[src/design/slm_consts.svh]
/*
 Constants for the system lockup manager: register offsets, field
 positions, reset values and timing counts.
 Assumes it is included by bare name from design files.
*/
`ifndef SLM_CONSTS_SVH
`define SLM_CONSTS_SVH

// Register byte offsets
`define SLM_CTRL_OFF 12'h000
`define SLM_RELOAD_OFF 12'h004
`define SLM_COUNT_OFF 12'h008
`define SLM_STAT_OFF 12'h00C
`define SLM_MASK_OFF 12'h010
`define SLM_FDIS_OFF 12'h014
`define SLM_ROUTE_OFF 12'h018

// Control fields
`define SLM_CTRL_WDEN 0
`define SLM_CTRL_KICK 1
`define SLM_CTRL_INTR_MGMT 2
`define SLM_CTRL_FETCH_EN 3

// Status and mask fields
`define SLM_ST_WD1 0
`define SLM_ST_WD2 1
`define SLM_ST_ECC 2
`define SLM_ST_INTR 3
`define SLM_ST_NOFETCH 4
`define SLM_ST_W 5

// Reset values
`define SLM_CTRL_RST 32'h0000_0008
`define SLM_RELOAD_RST 32'h0000_FFFF
`define SLM_MASK_RST 32'h0000_0000
`define SLM_FDIS_RST 32'h0000_0000

// Timing
`define SLM_CLK_MHZ 125
`define SLM_FETCH_US 1000
`define SLM_FETCH_CYC (`SLM_FETCH_US * `SLM_CLK_MHZ)
`define SLM_RESET_PULSE 16

`endif

[src/design/slm_pkg.sv]
/*
 Types shared by the system lockup manager modules.
 Assumes slm_consts.svh is available for constants.
*/
package slm_pkg;
   typedef enum logic [1:0] {
      WD_IDLE = 2'b00,
      WD_FIRST = 2'b01,
      WD_SECOND = 2'b10
   } slm_wd_t;

   typedef enum logic [1:0] {
      ECC_NONE = 2'b00,
      ECC_SYSM = 2'b01,
      ECC_NMI = 2'b10,
      ECC_SERR = 2'b11
   } slm_ecc_t;
endpackage : slm_pkg

[src/design/slm_fn_gate.sv]
/*
 Gates decode and event lines of disabled on-chip functions.
 Assumes one enable bit per function, high means disabled.
*/
`timescale 1ns/1ps
module slm_fn_gate (
   input wire logic [8:0] fn_dis, // Disable per function
   input wire logic [8:0] dec_in, // Decode hits from functions
   input wire logic [8:0] irq_in, // Interrupt requests
   input wire logic [8:0] pme_in, // Power events
   output logic [8:0] dec_out, // Gated decode hits
   output logic [8:0] irq_out, // Gated interrupts
   output logic [8:0] pme_out // Gated power events
);
   // Mask all three groups by the disable bits
   always_comb begin
      dec_out = dec_in & ~fn_dis;
      irq_out = irq_in & ~fn_dis;
      pme_out = pme_in & ~fn_dis;
   end
endmodule : slm_fn_gate

[src/design/slm_sync.sv]
/*
 Two flip-flop synchroniser for pin inputs.
 Assumes the input is asynchronous to CLOCK; reset is synchronous.
*/
`timescale 1ns/1ps
module slm_sync (
   input wire logic clk, // Clock
   input wire logic rst_n, // Synchronous reset, low
   input wire logic rst_val, // Value held in reset
   input wire logic din, // Asynchronous input
   output logic dout // Synchronised output
);
   typedef struct packed {
      logic s1;
      logic s2;
   } slm_sync_t;
   slm_sync_t st_q, st_d;

   // Shift through two stages
   always_comb begin
      st_d.s1 = din;
      st_d.s2 = st_q.s1;
   end

   // Register the stages; reset to the idle level so no false edge follows
   always_ff @(posedge clk) begin
      if (!rst_n) begin
         st_q.s1 <= rst_val;
         st_q.s2 <= rst_val;
      end else begin
         st_q <= st_d;
      end
   end

   assign dout = st_q.s2; // Only the second stage is read
endmodule : slm_sync

[src/design/slm_top.sv]
/*
 System lockup manager: two-stage watchdog, first-fetch check, ECC
 message routing, case intrusion and function disable, with an
 AXI4-Lite register slave.
 Assumes a single 125 MHz clock; INTRUDER_N and FETCH_SEEN are pins.
*/
// Register access over AXI4-Lite and the placing of the registers were decided locally.
`timescale 1ns/1ps
`include "slm_consts.svh"

module slm_top #(
   parameter int FETCH_CYCLES = `SLM_FETCH_CYC
) (
   input wire logic CLOCK, // 125 MHz clock
   input wire logic RESET_N, // Synchronous reset, low
   input wire logic [11:0] S_AXI_AWADDR, // Write address
   input wire logic S_AXI_AWVALID, // Write address valid
   output logic S_AXI_AWREADY, // Write address ready
   input wire logic [31:0] S_AXI_WDATA, // Write data
   input wire logic [3:0] S_AXI_WSTRB, // Write strobes
   input wire logic S_AXI_WVALID, // Write data valid
   output logic S_AXI_WREADY, // Write data ready
   output logic [1:0] S_AXI_BRESP, // Write response
   output logic S_AXI_BVALID, // Write response valid
   input wire logic S_AXI_BREADY, // Write response ready
   input wire logic [11:0] S_AXI_ARADDR, // Read address
   input wire logic S_AXI_ARVALID, // Read address valid
   output logic S_AXI_ARREADY, // Read address ready
   output logic [31:0] S_AXI_RDATA, // Read data
   output logic [1:0] S_AXI_RRESP, // Read response
   output logic S_AXI_RVALID, // Read data valid
   input wire logic S_AXI_RREADY, // Read data ready
   input wire logic INTRUDER_N, // Case switch, active low pin
   input wire logic FETCH_SEEN, // First fetch seen, pin
   input wire logic ECC_MSG_VALID, // ECC message strobe, same clock
   input wire logic [1:0] ECC_MSG_KIND, // ECC message routing
   input wire logic [8:0] FN_DEC_IN, // Function decode hits
   input wire logic [8:0] FN_IRQ_IN, // Function interrupts
   input wire logic [8:0] FN_PME_IN, // Function power events
   output logic [8:0] FN_DEC_OUT, // Gated decode hits
   output logic [8:0] FN_IRQ_OUT, // Gated interrupts
   output logic [8:0] FN_PME_OUT, // Gated power events
   output logic SYSTEM_MGMT_IRQ_N, // System management irq, low
   output logic MGMT_TIMEOUT_IRQ, // Management timeout irq
   output logic NMI, // Non-maskable interrupt
   output logic SERR_N, // System error, low
   output logic SYS_RESET_N, // System reset request, low
   output logic IRQ // Register interrupt, high
);
   typedef struct packed {
      logic aw_got;
      logic [11:0] aw_addr;
      logic w_got;
      logic [31:0] w_data;
      logic [3:0] w_strb;
      logic bvalid;
      logic [1:0] bresp;
      logic rvalid;
      logic [31:0] rdata;
      logic [1:0] rresp;
      logic [31:0] ctrl;
      logic [31:0] reload;
      logic [31:0] count;
      slm_pkg::slm_wd_t wd;
      logic [`SLM_ST_W-1:0] stat;
      logic [`SLM_ST_W-1:0] mask;
      logic [8:0] fdis;
      logic [31:0] fetch_cnt;
      logic fetch_wait;
      logic [4:0] rst_cnt;
      logic sysm_p;
      logic mto_p;
      logic nmi_p;
      logic serr_p;
      logic intr_prev;
   } slm_state_t;

   slm_state_t st_q, st_d;
   logic intr_act_n;
   logic fetch_s;
   logic wr_go;
   logic rd_go;

   // Byte-lane merge of write data into a register
   function automatic logic [31:0] slm_merge(input logic [31:0] old,
      input logic [31:0] nw, input logic [3:0] strb);
      logic [31:0] r;
      r = old;
      for (int i = 0; i < 4; i++) begin
         if (strb[i]) begin
            r[i*8 +: 8] = nw[i*8 +: 8];
         end
      end
      return r;
   endfunction : slm_merge

   // Address is one of the mapped words
   function automatic logic slm_mapped(input logic [11:0] a);
      return (a == `SLM_CTRL_OFF) || (a == `SLM_RELOAD_OFF) ||
         (a == `SLM_COUNT_OFF) || (a == `SLM_STAT_OFF) ||
         (a == `SLM_MASK_OFF) || (a == `SLM_FDIS_OFF);
   endfunction : slm_mapped

   // Synchronise the pin inputs
   slm_sync u_intr_sync (
      .clk(CLOCK),
      .rst_n(RESET_N),
      .rst_val(1'b1),
      .din(INTRUDER_N),
      .dout(intr_act_n)
   );
   slm_sync u_fetch_sync (
      .clk(CLOCK),
      .rst_n(RESET_N),
      .rst_val(1'b0),
      .din(FETCH_SEEN),
      .dout(fetch_s)
   );

   // Function disable gating
   slm_fn_gate u_gate (
      .fn_dis(st_q.fdis),
      .dec_in(FN_DEC_IN),
      .irq_in(FN_IRQ_IN),
      .pme_in(FN_PME_IN),
      .dec_out(FN_DEC_OUT),
      .irq_out(FN_IRQ_OUT),
      .pme_out(FN_PME_OUT)
   );

   assign wr_go = st_q.aw_got & st_q.w_got & ~st_q.bvalid;
   assign rd_go = S_AXI_ARVALID & ~st_q.rvalid;

   // Next state of bus, registers and event logic
   always_comb begin
      logic kick;
      logic wd_exp;
      logic intr_rise;
      logic [`SLM_ST_W-1:0] set;
      logic [31:0] mrg;
      kick = 1'b0;
      wd_exp = 1'b0;
      intr_rise = 1'b0;
      set = '0;
      mrg = 32'h0000_0000;
      st_d = st_q;
      st_d.sysm_p = 1'b0;
      st_d.mto_p = 1'b0;
      st_d.nmi_p = 1'b0;
      st_d.serr_p = 1'b0;
      st_d.ctrl[`SLM_CTRL_KICK] = 1'b0;

      // Capture write address and data in either order
      if (S_AXI_AWVALID && !st_q.aw_got) begin
         st_d.aw_got = 1'b1;
         st_d.aw_addr = S_AXI_AWADDR;
      end
      if (S_AXI_WVALID && !st_q.w_got) begin
         st_d.w_got = 1'b1;
         st_d.w_data = S_AXI_WDATA;
         st_d.w_strb = S_AXI_WSTRB;
      end
      if (st_q.bvalid && S_AXI_BREADY) begin
         st_d.bvalid = 1'b0;
      end
      if (st_q.rvalid && S_AXI_RREADY) begin
         st_d.rvalid = 1'b0;
      end

      // Register write decode
      if (st_q.aw_got && st_q.w_got && !st_q.bvalid) begin
         st_d.aw_got = 1'b0;
         st_d.w_got = 1'b0;
         st_d.bvalid = 1'b1;
         st_d.bresp = slm_mapped(st_q.aw_addr) ? 2'b00 : 2'b10;
         if (st_q.aw_addr == `SLM_CTRL_OFF) begin
            st_d.ctrl = slm_merge(st_q.ctrl, st_q.w_data, st_q.w_strb);
            kick = st_d.ctrl[`SLM_CTRL_KICK];
            st_d.ctrl[`SLM_CTRL_KICK] = 1'b0;
         end else if (st_q.aw_addr == `SLM_RELOAD_OFF) begin
            st_d.reload = slm_merge(st_q.reload, st_q.w_data,
               st_q.w_strb);
         end else if (st_q.aw_addr == `SLM_MASK_OFF) begin
            mrg = slm_merge({27'h000_0000, st_q.mask}, st_q.w_data,
               st_q.w_strb);
            st_d.mask = mrg[`SLM_ST_W-1:0];
         end else if (st_q.aw_addr == `SLM_FDIS_OFF) begin
            mrg = slm_merge({23'h00_0000, st_q.fdis}, st_q.w_data,
               st_q.w_strb);
            st_d.fdis = mrg[8:0];
         end
      end

      // Register read decode; status clears on read
      if (rd_go) begin
         st_d.rvalid = 1'b1;
         st_d.rresp = 2'b00;
         st_d.rdata = 32'h0000_0000;
         if (S_AXI_ARADDR == `SLM_CTRL_OFF) begin
            st_d.rdata = st_q.ctrl;
         end else if (S_AXI_ARADDR == `SLM_RELOAD_OFF) begin
            st_d.rdata = st_q.reload;
         end else if (S_AXI_ARADDR == `SLM_COUNT_OFF) begin
            st_d.rdata = st_q.count;
         end else if (S_AXI_ARADDR == `SLM_STAT_OFF) begin
            st_d.rdata = {27'h000_0000, st_q.stat};
            st_d.stat = '0;
         end else if (S_AXI_ARADDR == `SLM_MASK_OFF) begin
            st_d.rdata = {27'h000_0000, st_q.mask};
         end else if (S_AXI_ARADDR == `SLM_FDIS_OFF) begin
            st_d.rdata = {23'h00_0000, st_q.fdis};
         end else begin
            st_d.rresp = 2'b10;
         end
      end

      // Two-stage watchdog
      if (!st_q.ctrl[`SLM_CTRL_WDEN] || kick) begin
         st_d.count = st_q.reload;
         st_d.wd = slm_pkg::WD_IDLE;
      end else if (st_q.count == 32'h0000_0000) begin
         wd_exp = 1'b1;
         st_d.count = st_q.reload;
         if (st_q.wd == slm_pkg::WD_IDLE) begin
            st_d.wd = slm_pkg::WD_FIRST;
            st_d.sysm_p = 1'b1;
            set[`SLM_ST_WD1] = 1'b1;
         end else begin
            st_d.wd = slm_pkg::WD_SECOND;
            st_d.rst_cnt = 5'(`SLM_RESET_PULSE);
            set[`SLM_ST_WD2] = 1'b1;
         end
      end else begin
         st_d.count = st_q.count - 32'h0000_0001;
      end

      // First fetch check after reset
      if (st_q.fetch_wait) begin
         if (fetch_s || !st_q.ctrl[`SLM_CTRL_FETCH_EN]) begin
            st_d.fetch_wait = 1'b0;
         end else if (st_q.fetch_cnt == 32'(FETCH_CYCLES - 1)) begin
            st_d.fetch_wait = 1'b0;
            st_d.rst_cnt = 5'(`SLM_RESET_PULSE);
            set[`SLM_ST_NOFETCH] = 1'b1;
         end else begin
            st_d.fetch_cnt = st_q.fetch_cnt + 32'h0000_0001;
         end
      end

      // ECC message routing
      if (ECC_MSG_VALID) begin
         set[`SLM_ST_ECC] = 1'b1;
         case (slm_pkg::slm_ecc_t'(ECC_MSG_KIND))
            slm_pkg::ECC_NONE: st_d.mto_p = 1'b1;
            slm_pkg::ECC_SYSM: st_d.sysm_p = 1'b1;
            slm_pkg::ECC_NMI: st_d.nmi_p = 1'b1;
            default: st_d.serr_p = 1'b1;
         endcase
      end

      // Intrusion: active low pin, event on assertion
      st_d.intr_prev = ~intr_act_n;
      intr_rise = ~intr_act_n & ~st_q.intr_prev;
      if (intr_rise) begin
         set[`SLM_ST_INTR] = 1'b1;
         if (st_q.ctrl[`SLM_CTRL_INTR_MGMT]) begin
            st_d.mto_p = 1'b1;
         end else begin
            st_d.sysm_p = 1'b1;
         end
      end

      // Reset pulse countdown
      if (st_q.rst_cnt != 5'h00 && st_d.rst_cnt == st_q.rst_cnt) begin
         st_d.rst_cnt = st_q.rst_cnt - 5'h01;
      end

      // Sticky status: set wins over read clear
      st_d.stat = st_d.stat | set;
      if (wd_exp) begin
         st_d.stat = st_d.stat | set;
      end
   end

   // Register all state
   always_ff @(posedge CLOCK) begin
      if (!RESET_N) begin
         st_q <= '0;
         st_q.ctrl <= `SLM_CTRL_RST;
         st_q.reload <= `SLM_RELOAD_RST;
         st_q.count <= `SLM_RELOAD_RST;
         st_q.mask <= 5'(`SLM_MASK_RST);
         st_q.fdis <= 9'(`SLM_FDIS_RST);
         st_q.fetch_wait <= 1'b1;
      end else begin
         st_q <= st_d;
      end
   end

   // Bus and interrupt outputs
   assign S_AXI_AWREADY = ~st_q.aw_got;
   assign S_AXI_WREADY = ~st_q.w_got;
   assign S_AXI_BVALID = st_q.bvalid;
   assign S_AXI_BRESP = st_q.bresp;
   assign S_AXI_ARREADY = ~st_q.rvalid;
   assign S_AXI_RVALID = st_q.rvalid;
   assign S_AXI_RDATA = st_q.rdata;
   assign S_AXI_RRESP = st_q.rresp;
   assign SYSTEM_MGMT_IRQ_N = ~st_q.sysm_p;
   assign MGMT_TIMEOUT_IRQ = st_q.mto_p;
   assign NMI = st_q.nmi_p;
   assign SERR_N = ~st_q.serr_p;
   assign SYS_RESET_N = (st_q.rst_cnt == 5'h00);
   assign IRQ = |(st_q.stat & st_q.mask);

   // Second expiry follows the first by reload plus one cycles
   chk_wd_second_reset: assert property (@(posedge CLOCK)
      disable iff (!RESET_N)
      (st_q.wd == slm_pkg::WD_FIRST && st_q.count == 32'h0000_0000 &&
       st_q.ctrl[`SLM_CTRL_WDEN] && !wr_go) |=> !SYS_RESET_N)
      else $error("second expiry gave no reset");
   chk_wd_first_irq: assert property (@(posedge CLOCK)
      disable iff (!RESET_N)
      (st_q.wd == slm_pkg::WD_IDLE && st_q.count == 32'h0000_0000 &&
       st_q.ctrl[`SLM_CTRL_WDEN] && !wr_go) |=>
      (!SYSTEM_MGMT_IRQ_N && st_q.wd == slm_pkg::WD_FIRST))
      else $error("first expiry gave no mgmt irq");
   chk_wd_reload: assert property (@(posedge CLOCK)
      disable iff (!RESET_N)
      (st_q.wd == slm_pkg::WD_IDLE && st_q.count == 32'h0000_0000 &&
       st_q.ctrl[`SLM_CTRL_WDEN] && !wr_go) |=>
      (st_q.count == $past(st_q.reload)))
      else $error("watchdog did not reload");
   chk_fetch_reboot: assert property (@(posedge CLOCK)
      disable iff (!RESET_N)
      $rose(st_q.stat[`SLM_ST_NOFETCH]) |-> !SYS_RESET_N)
      else $error("missing fetch gave no reboot");
   chk_ecc_nmi: assert property (@(posedge CLOCK)
      disable iff (!RESET_N)
      (ECC_MSG_VALID && ECC_MSG_KIND == 2'b10) |=> NMI)
      else $error("ecc message gave no nmi");
   chk_ecc_serr: assert property (@(posedge CLOCK)
      disable iff (!RESET_N)
      (ECC_MSG_VALID && ECC_MSG_KIND == 2'b11) |=> !SERR_N)
      else $error("ecc message gave no serr");
   chk_fn_decode: assert property (@(posedge CLOCK)
      disable iff (!RESET_N)
      (FN_DEC_OUT & st_q.fdis) == 9'h000)
      else $error("disabled function decoded");
   chk_fn_events: assert property (@(posedge CLOCK)
      disable iff (!RESET_N)
      ((FN_IRQ_OUT | FN_PME_OUT) & st_q.fdis) == 9'h000)
      else $error("disabled function raised event");
   chk_intr_route: assert property (@(posedge CLOCK)
      disable iff (!RESET_N)
      $rose(st_q.stat[`SLM_ST_INTR]) |->
      ($past(st_q.ctrl[`SLM_CTRL_INTR_MGMT]) ? MGMT_TIMEOUT_IRQ :
       !SYSTEM_MGMT_IRQ_N))
      else $error("intrusion routed wrongly");
endmodule : slm_top

[config.mk]
export PLATFORM = sky130hd
export DESIGN_NAME = slm_top
export DESIGN_NICKNAME = d
export VERILOG_FILES = /design/src/design/slm_pkg.sv /design/src/design/slm_fn_gate.sv /design/src/design/slm_sync.sv /design/src/design/slm_top.sv
export VERILOG_INCLUDE_DIRS = /design/src /design/src/design
export SDC_FILE = /design/constraint.sdc
export NUM_CORES = 1
export LEC_CHECK = 0
export ABC_AREA = 1
export BUFFER_PORTS_ARGS = -buffer_cell sky130_fd_sc_hd__buf_2
export CAP_MARGIN = 20
export CORE_AREA = 5 5 136 170
export CTS_BUF_LIST = sky130_fd_sc_hd__clkbuf_16
export DETAILED_ROUTE_END_ITERATION = 8
export DIE_AREA = 0 0 141 175
export PLACE_DENSITY = 0.8
export SLEW_MARGIN = 5
export SYNTH_ARGS = -nofsm -noshare
export SYNTH_HDL_FRONTEND = slang
export SYNTH_HIERARCHICAL = 1
export SYNTH_SLANG_ARGS = --single-unit
export TNS_END_PERCENT = 50
[constraint.sdc]
create_clock -name CLOCK -period 2.31 [get_ports CLOCK]
set_input_delay 0.3465 -clock CLOCK [delete_from_list [all_inputs] [get_ports CLOCK]]
set_output_delay 0.3465 -clock CLOCK [all_outputs]
set_load 0.005 [all_outputs]
; ---- Word level (Yosys, flattened, before mapping)
; Cells that the tools add are included.
[totals]
ff_bits = 252
input_bits = 99
out_inout_bits = 74
elab_cells = 179
[classes]
add_sub_neg = 3
n_eq_ne = 14
n_mux = 57
n_bitwise = 22
reduce_logical = 46
[ops]
columns = op, n
row1 = two-way mux 32 bit, 4
row2 = == test 12 x 4 -> 1 bit (second input constant), 4
row3 = == test 12 x 5 -> 1 bit (second input constant), 4
row4 = two-way mux 5 bit, 9
row5 = two-way mux 35 bit, 1
row6 = two-way mux 34 bit, 1
row7 = adder 32 x 1 -> 32 bit (second input constant), 1
row8 = == test 32 x 17 -> 1 bit (second input constant), 1
row9 = zero test 32 bit, 1
row10 = subtractor 32 x 1 -> 32 bit (second input constant), 1
row11 = AND 9 bit, 3
row12 = two-way mux 9 bit, 3
row13 = two-way mux 2 bit, 13
row14 = == test 12 x 3 -> 1 bit (second input constant), 2
row15 = zero test 12 bit, 2
row16 = two-way mux 6 bit, 4
row17 = two-way mux 1 bit, 20
row18 = AND reduction 4 bit, 4
row19 = AND reduction 3 bit, 5
row20 = NOT 1 bit, 13
row21 = AND reduction 6 bit, 2
row22 = OR 5 bit, 2
row23 = NOT 9 bit, 1
row24 = logical AND 1 bit, 7
row25 = 19 further kinds, 34

; ---- Longest topological paths before layout
[logic_depth]
ltp_word = 11
ltp_mapped = 12
ltp_nobuf = 11

; ---- By module
; The synthesis kept the hierarchy.
[by_module_without_submodules]
columns = module, n_inst, cells_each, area_each_um2, seq_area_each_um2
row1 = slm_top, 1, 1611, 11828.8, 4904.7
row2 = slm_fn_gate, 1, 54, 202.7, 0.0
row3 = slm_sync, 2, 8, 65.1, 40.0

; ---- Least setup slack after synthesis
; OpenSTA, ideal clock, no wires.
[synth_timing]
path_kind = reg2reg
startpoint = register st_q[12] (netlist name)
endpoint = register st_q[12] (netlist name)
setup_time_ns = 0.116
arrival_ns = 1.523
required_ns = 2.194
path_slack_ns = 0.672
stages_incl_launch_ff = 13
path_buffers = 2
period_less_slack_ns = 1.638
cell_sequence = dfxtp_1 > ha_1 > inv_1 > nor3_1 > nand4_1 > nor2_1 > nand2_1 > nand2_4 > inv_2 > buf_6 > buf_6 > nor2_1 > nor2_1
[synth_between]
elab_chain_len = 3
word_cells_on_any_way = 4
classes_between = 1 x add/sub / 1 x eq/ne / 1 x bitwise / 1 x reduce/logical
[synth_rtl]
columns = item, line_no
row1 = "start, declared", slm_top.sv:78  ; slm_state_t st_q, st_d;
row2 = "start signal, assigned", slm_top.sv:296  ; st_q <= st_d;
row3 = "parallel branches: the longest is 3 deep, another holds adder 32 x 1 -> 32 bit", --
; Parallel ways; which one is timed is not known.
; A chain may end at the register's enable or synchronous reset.

; ---- Final worst setup path
[layout_timing]
startpoint = register st_q[12] (netlist name)
endpoint = register st_q[14] (netlist name)
; The elaborated chain is that of the path after synthesis.

==> flow_metrics.env <==
export IMPL_dp_cells=2042
export IMPL_drt_first_iter_violations=733
export IMPL_antenna_cells=0
export IMPL_final_cells=2087
export IMPL_post_synth_top_area_cell="sky130_fd_sc_hd__dfxtp_1"
export IMPL_setup_viol=0
export IMPL_clock_fmax_mhz=511
export IMPL_hp_class="input port to register"
export IMPL_cts_made_buffers=25
export IMPL_required_ps=2770
export IMPL_synth_area_um2=12200
export IMPL_final_net_count=1893
export IMPL_finalWirelength_mm=29.9
export IMPL_largest_register="st_q"
export IMPL_vias_in_the_first_global_route=10700
export IMPL_depth_of_the_worst_register_to_register_path=11
export IMPL_worst_setup_path_end_kind="register"
export IMPL_leakage_nw=5.93
export IMPL_synth_async_sr_flop_share=0
export IMPL_vias=11200
export IMPL_placementRows=60
export IMPL_detail_route_antenna_nets=0
export IMPL_core_region_area_um2=21300
export IMPL_synth_distinct_cells=44
export IMPL_clock_tree_root="sky130_fd_sc_hd__clkbuf_16"
export IMPL_synthCells=1681
export IMPL_die_area_um2=24700
export IMPL_grt_use_total=0.237
export IMPL_max_vdd_ir_drop_mv=0.613
export IMPL_floorplan_initialDensity=0.570
export IMPL_seqCellArea_um2=4980
export IMPL_chipHeight_um=175
export IMPL_fin_worst_skew_ps=8.35
export IMPL_regToRegEndpoint="st_q[14]"
export IMPL_post_cts_hold_buffer_count=0
export IMPL_largest_reg_flops=207
export IMPL_synth_avg_cell_area_um2=7.23
export IMPL_ys_seq_area_frac=0.410
export IMPL_floorplan_io_pins=173
export IMPL_synth_area_leaders="sky130_fd_sc_hd__dfxtp_1 (41%), sky130_fd_sc_hd__nand2_1 (8.1%), sky130_fd_sc_hd__a21oi_1 (7.4%), sky130_fd_sc_hd__o21ai_0 (7.0%), sky130_fd_sc_hd__inv_1 (5.8%)"
export IMPL_synth_top_cell_area_share=0.410
export IMPL_layout_cell_share_with_drive_strength_beyond_1=0.164
export IMPL_number_of_fill_cells_in_the_layout=1958
export IMPL_setup_tns_final_ps=0
export IMPL_via_density_per_instance=5.36
export IMPL_timing_slew_headroom=0.585
export IMPL_wl_per_cell_um=14.3
export IMPL_cp_data_arrival_time_ps=2410
export IMPL_post_cts_buffers=0
export IMPL_clkLatencyLatePin_ps=530
export IMPL_io_buffers=170
export IMPL_synth_edff_count=0
export IMPL_crit_type="register to register"
export IMPL_synth_seq_cells=249
export IMPL_place_congestion=0.924
export IMPL_crit_end="st_q[14]"
export IMPL_detailed_place_hpwl_mm=21.9
export IMPL_die_width_um=141
export IMPL_numClockSinks=249
export IMPL_power_per_cell_area_nw_per_um2=679
export IMPL_cp_startpoint="st_q[12]"
export IMPL_final_max_slew_violation_count=0
export IMPL_rsz0062_at_grt="false"
export IMPL_tritoncts="yes"
export IMPL_drc=0
export IMPL_outcome="completed"
export IMPL_ys_dominant_reg_cell="sky130_fd_sc_hd__dfxtp_1"
export IMPL_path_max_fanout=29
export IMPL_global_route_overflow_total=0
export IMPL_max_clock_path_buffers=3
export IMPL_detail_route_first_pass_iterations=5
export IMPL_ff2ff_setup_slack_ps=350
export IMPL_antenna_found_initial=0
export IMPL_grt_max_degree=83
export IMPL_drv_cap=0
export IMPL_cts_htree_levels=1
export IMPL_area_of_combinational_cells_with_multiple_inputs_um2=5770
export IMPL_cp_start_kind="register"
export IMPL_hold_worst_slack_ps=17.7
export IMPL_min_period_over_period=0.847
export IMPL_rr_startpoint="st_q[12]"
export IMPL_dominant_cell_by_count_in_the_synthesized_netlist="sky130_fd_sc_hd__nand2_1"
export IMPL_clk_pin_slew_worst_paths_ps=60
export IMPL_post_cts_resized_instances=0
export IMPL_worst_slew_pin_transition_ps=622
export IMPL_synthesis_yosys_warnings=6
export IMPL_area_growth_pct=12.2
export IMPL_fin_crit_ps=1960
export IMPL_finalHoldViolations=0
export IMPL_post_synth_top_cells="sky130_fd_sc_hd__nand2_1 (264), sky130_fd_sc_hd__dfxtp_1 (249), sky130_fd_sc_hd__inv_1 (187)"
export IMPL_grt_first_pass_wirelength_mm=50.3
-- routing by layer --
metal / vias up / track usage / part of all wire
met5: - / 0 / 0
met4: 0 / 0.0880 / 0.034
met3: 64 / 0.0342 / 0.053
met2: 278 / 0.406 / 0.48
met1: 5148 / 0.303 / 0.44
li1: 5702 / - / -
-- how the worst min path moves through the flow --
stage	start	to	slack, ps	cells after the start
6_report	FETCH_SEEN	u_fetch_sync/st_d[0]	20	3
2_1_floorplan	u_intr_sync/dout	st_q[0]	390	1
3_3_place_gp	u_intr_sync/dout	st_q[0]	410	1
4_1_cts	INTRUDER_N	u_intr_sync/st_d[0]	9	3
5_1_grt	ECC_MSG_KIND[0]	NMI	20	2
3_5_place_dp	u_intr_sync/st_d[0]	u_intr_sync/dout	410	2
-- where the power goes --
| part | total [mW] | leakage (nW) | internal [mW] | switching [mW] |
|---|---|---|---|---|
| Combinational | 0.891 | 3.49 | 0.336 | 0.555 |
| Clock | 3.83 | 0.405 | 2.18 | 1.66 |
| Sequential | 4.55 | 2.03 | 4.46 | 0.0929 |
| Total | 9.27 | 5.93 | 6.97 | 2.30 |
-- cells by family after synthesis --
| kind of cell | Yosys count | synth area share |
|---|---|---|
| adders and majority gates | 4 | 0.00412 |
| AOI/OAI and AO/OA | 468 | 0.210 |
| and+or+nand+nor | 602 | 0.227 |
| DFF | 249 | 0.410 |
| xor gates and xnor gates | 45 | 0.0324 |
| buffers and inverters | 311 | 0.116 |
| other | 2 | 0.000618 |
-- stage by stage --
stage                     area, µm²  power [mW]   util  worst slack [ps]
final                         13600        9.27  0.640               353
after global routing          13600        9.66  0.640               151
after CTS                     13600        9.33  0.640               353
after detailed placement      12900        5.53  0.604               366
after global placement        12900        5.50  0.604               425
after floorplan               12200        5.26      -               672
-- layout by cell type (no fill, tap or decap), types with 18 or more instances in the layout --
master,netlist,layout
sky130_fd_sc_hd__nand2_1,264,264
sky130_fd_sc_hd__dfxtp_1,249,249
sky130_fd_sc_hd__inv_1,187,194
sky130_fd_sc_hd__a21oi_1,181,181
sky130_fd_sc_hd__nor2_1,175,175
sky130_fd_sc_hd__o21ai_0,169,169
sky130_fd_sc_hd__buf_2,12,169
sky130_fd_sc_hd__o211ai_1,40,40
sky130_fd_sc_hd__nor3_1,39,39
sky130_fd_sc_hd__nand3_1,38,38
sky130_fd_sc_hd__xor2_1,36,36
sky130_fd_sc_hd__a31oi_1,30,30
sky130_fd_sc_hd__o21ai_1,26,26
sky130_fd_sc_hd__clkbuf_16,0,25
sky130_fd_sc_hd__o21a_1,18,18
-- area by class of cell --
| type | instances | share of cell area |
|---|---|---|
| inverters | 203 | 0.0562 |
| repair buffers | 188 | 0.0743 |
| clock inverters | 20 | 0.0100 |
| flip-flops and latches | 249 | 0.365 |
| multi-input cells | 1123 | 0.423 |
| well taps | 279 | 0.0256 |
| clock buffers | 25 | 0.0459 |
-- worst max-delay path, stage by stage, from the launching register on --
cell	delay, ps
sky130_fd_sc_hd__dfxtp_1	380
sky130_fd_sc_hd__ha_1	220
sky130_fd_sc_hd__inv_1	100
sky130_fd_sc_hd__nor3_1	130
sky130_fd_sc_hd__nand4_1	100
sky130_fd_sc_hd__nor2_1	120
sky130_fd_sc_hd__nand2_1	100
sky130_fd_sc_hd__nand2_4	180
sky130_fd_sc_hd__inv_2	250
sky130_fd_sc_hd__nand3_1	140
sky130_fd_sc_hd__nand2_1	50
sky130_fd_sc_hd__a21oi_1	130
Note: power is estimated with default switching activity, not from simulation.
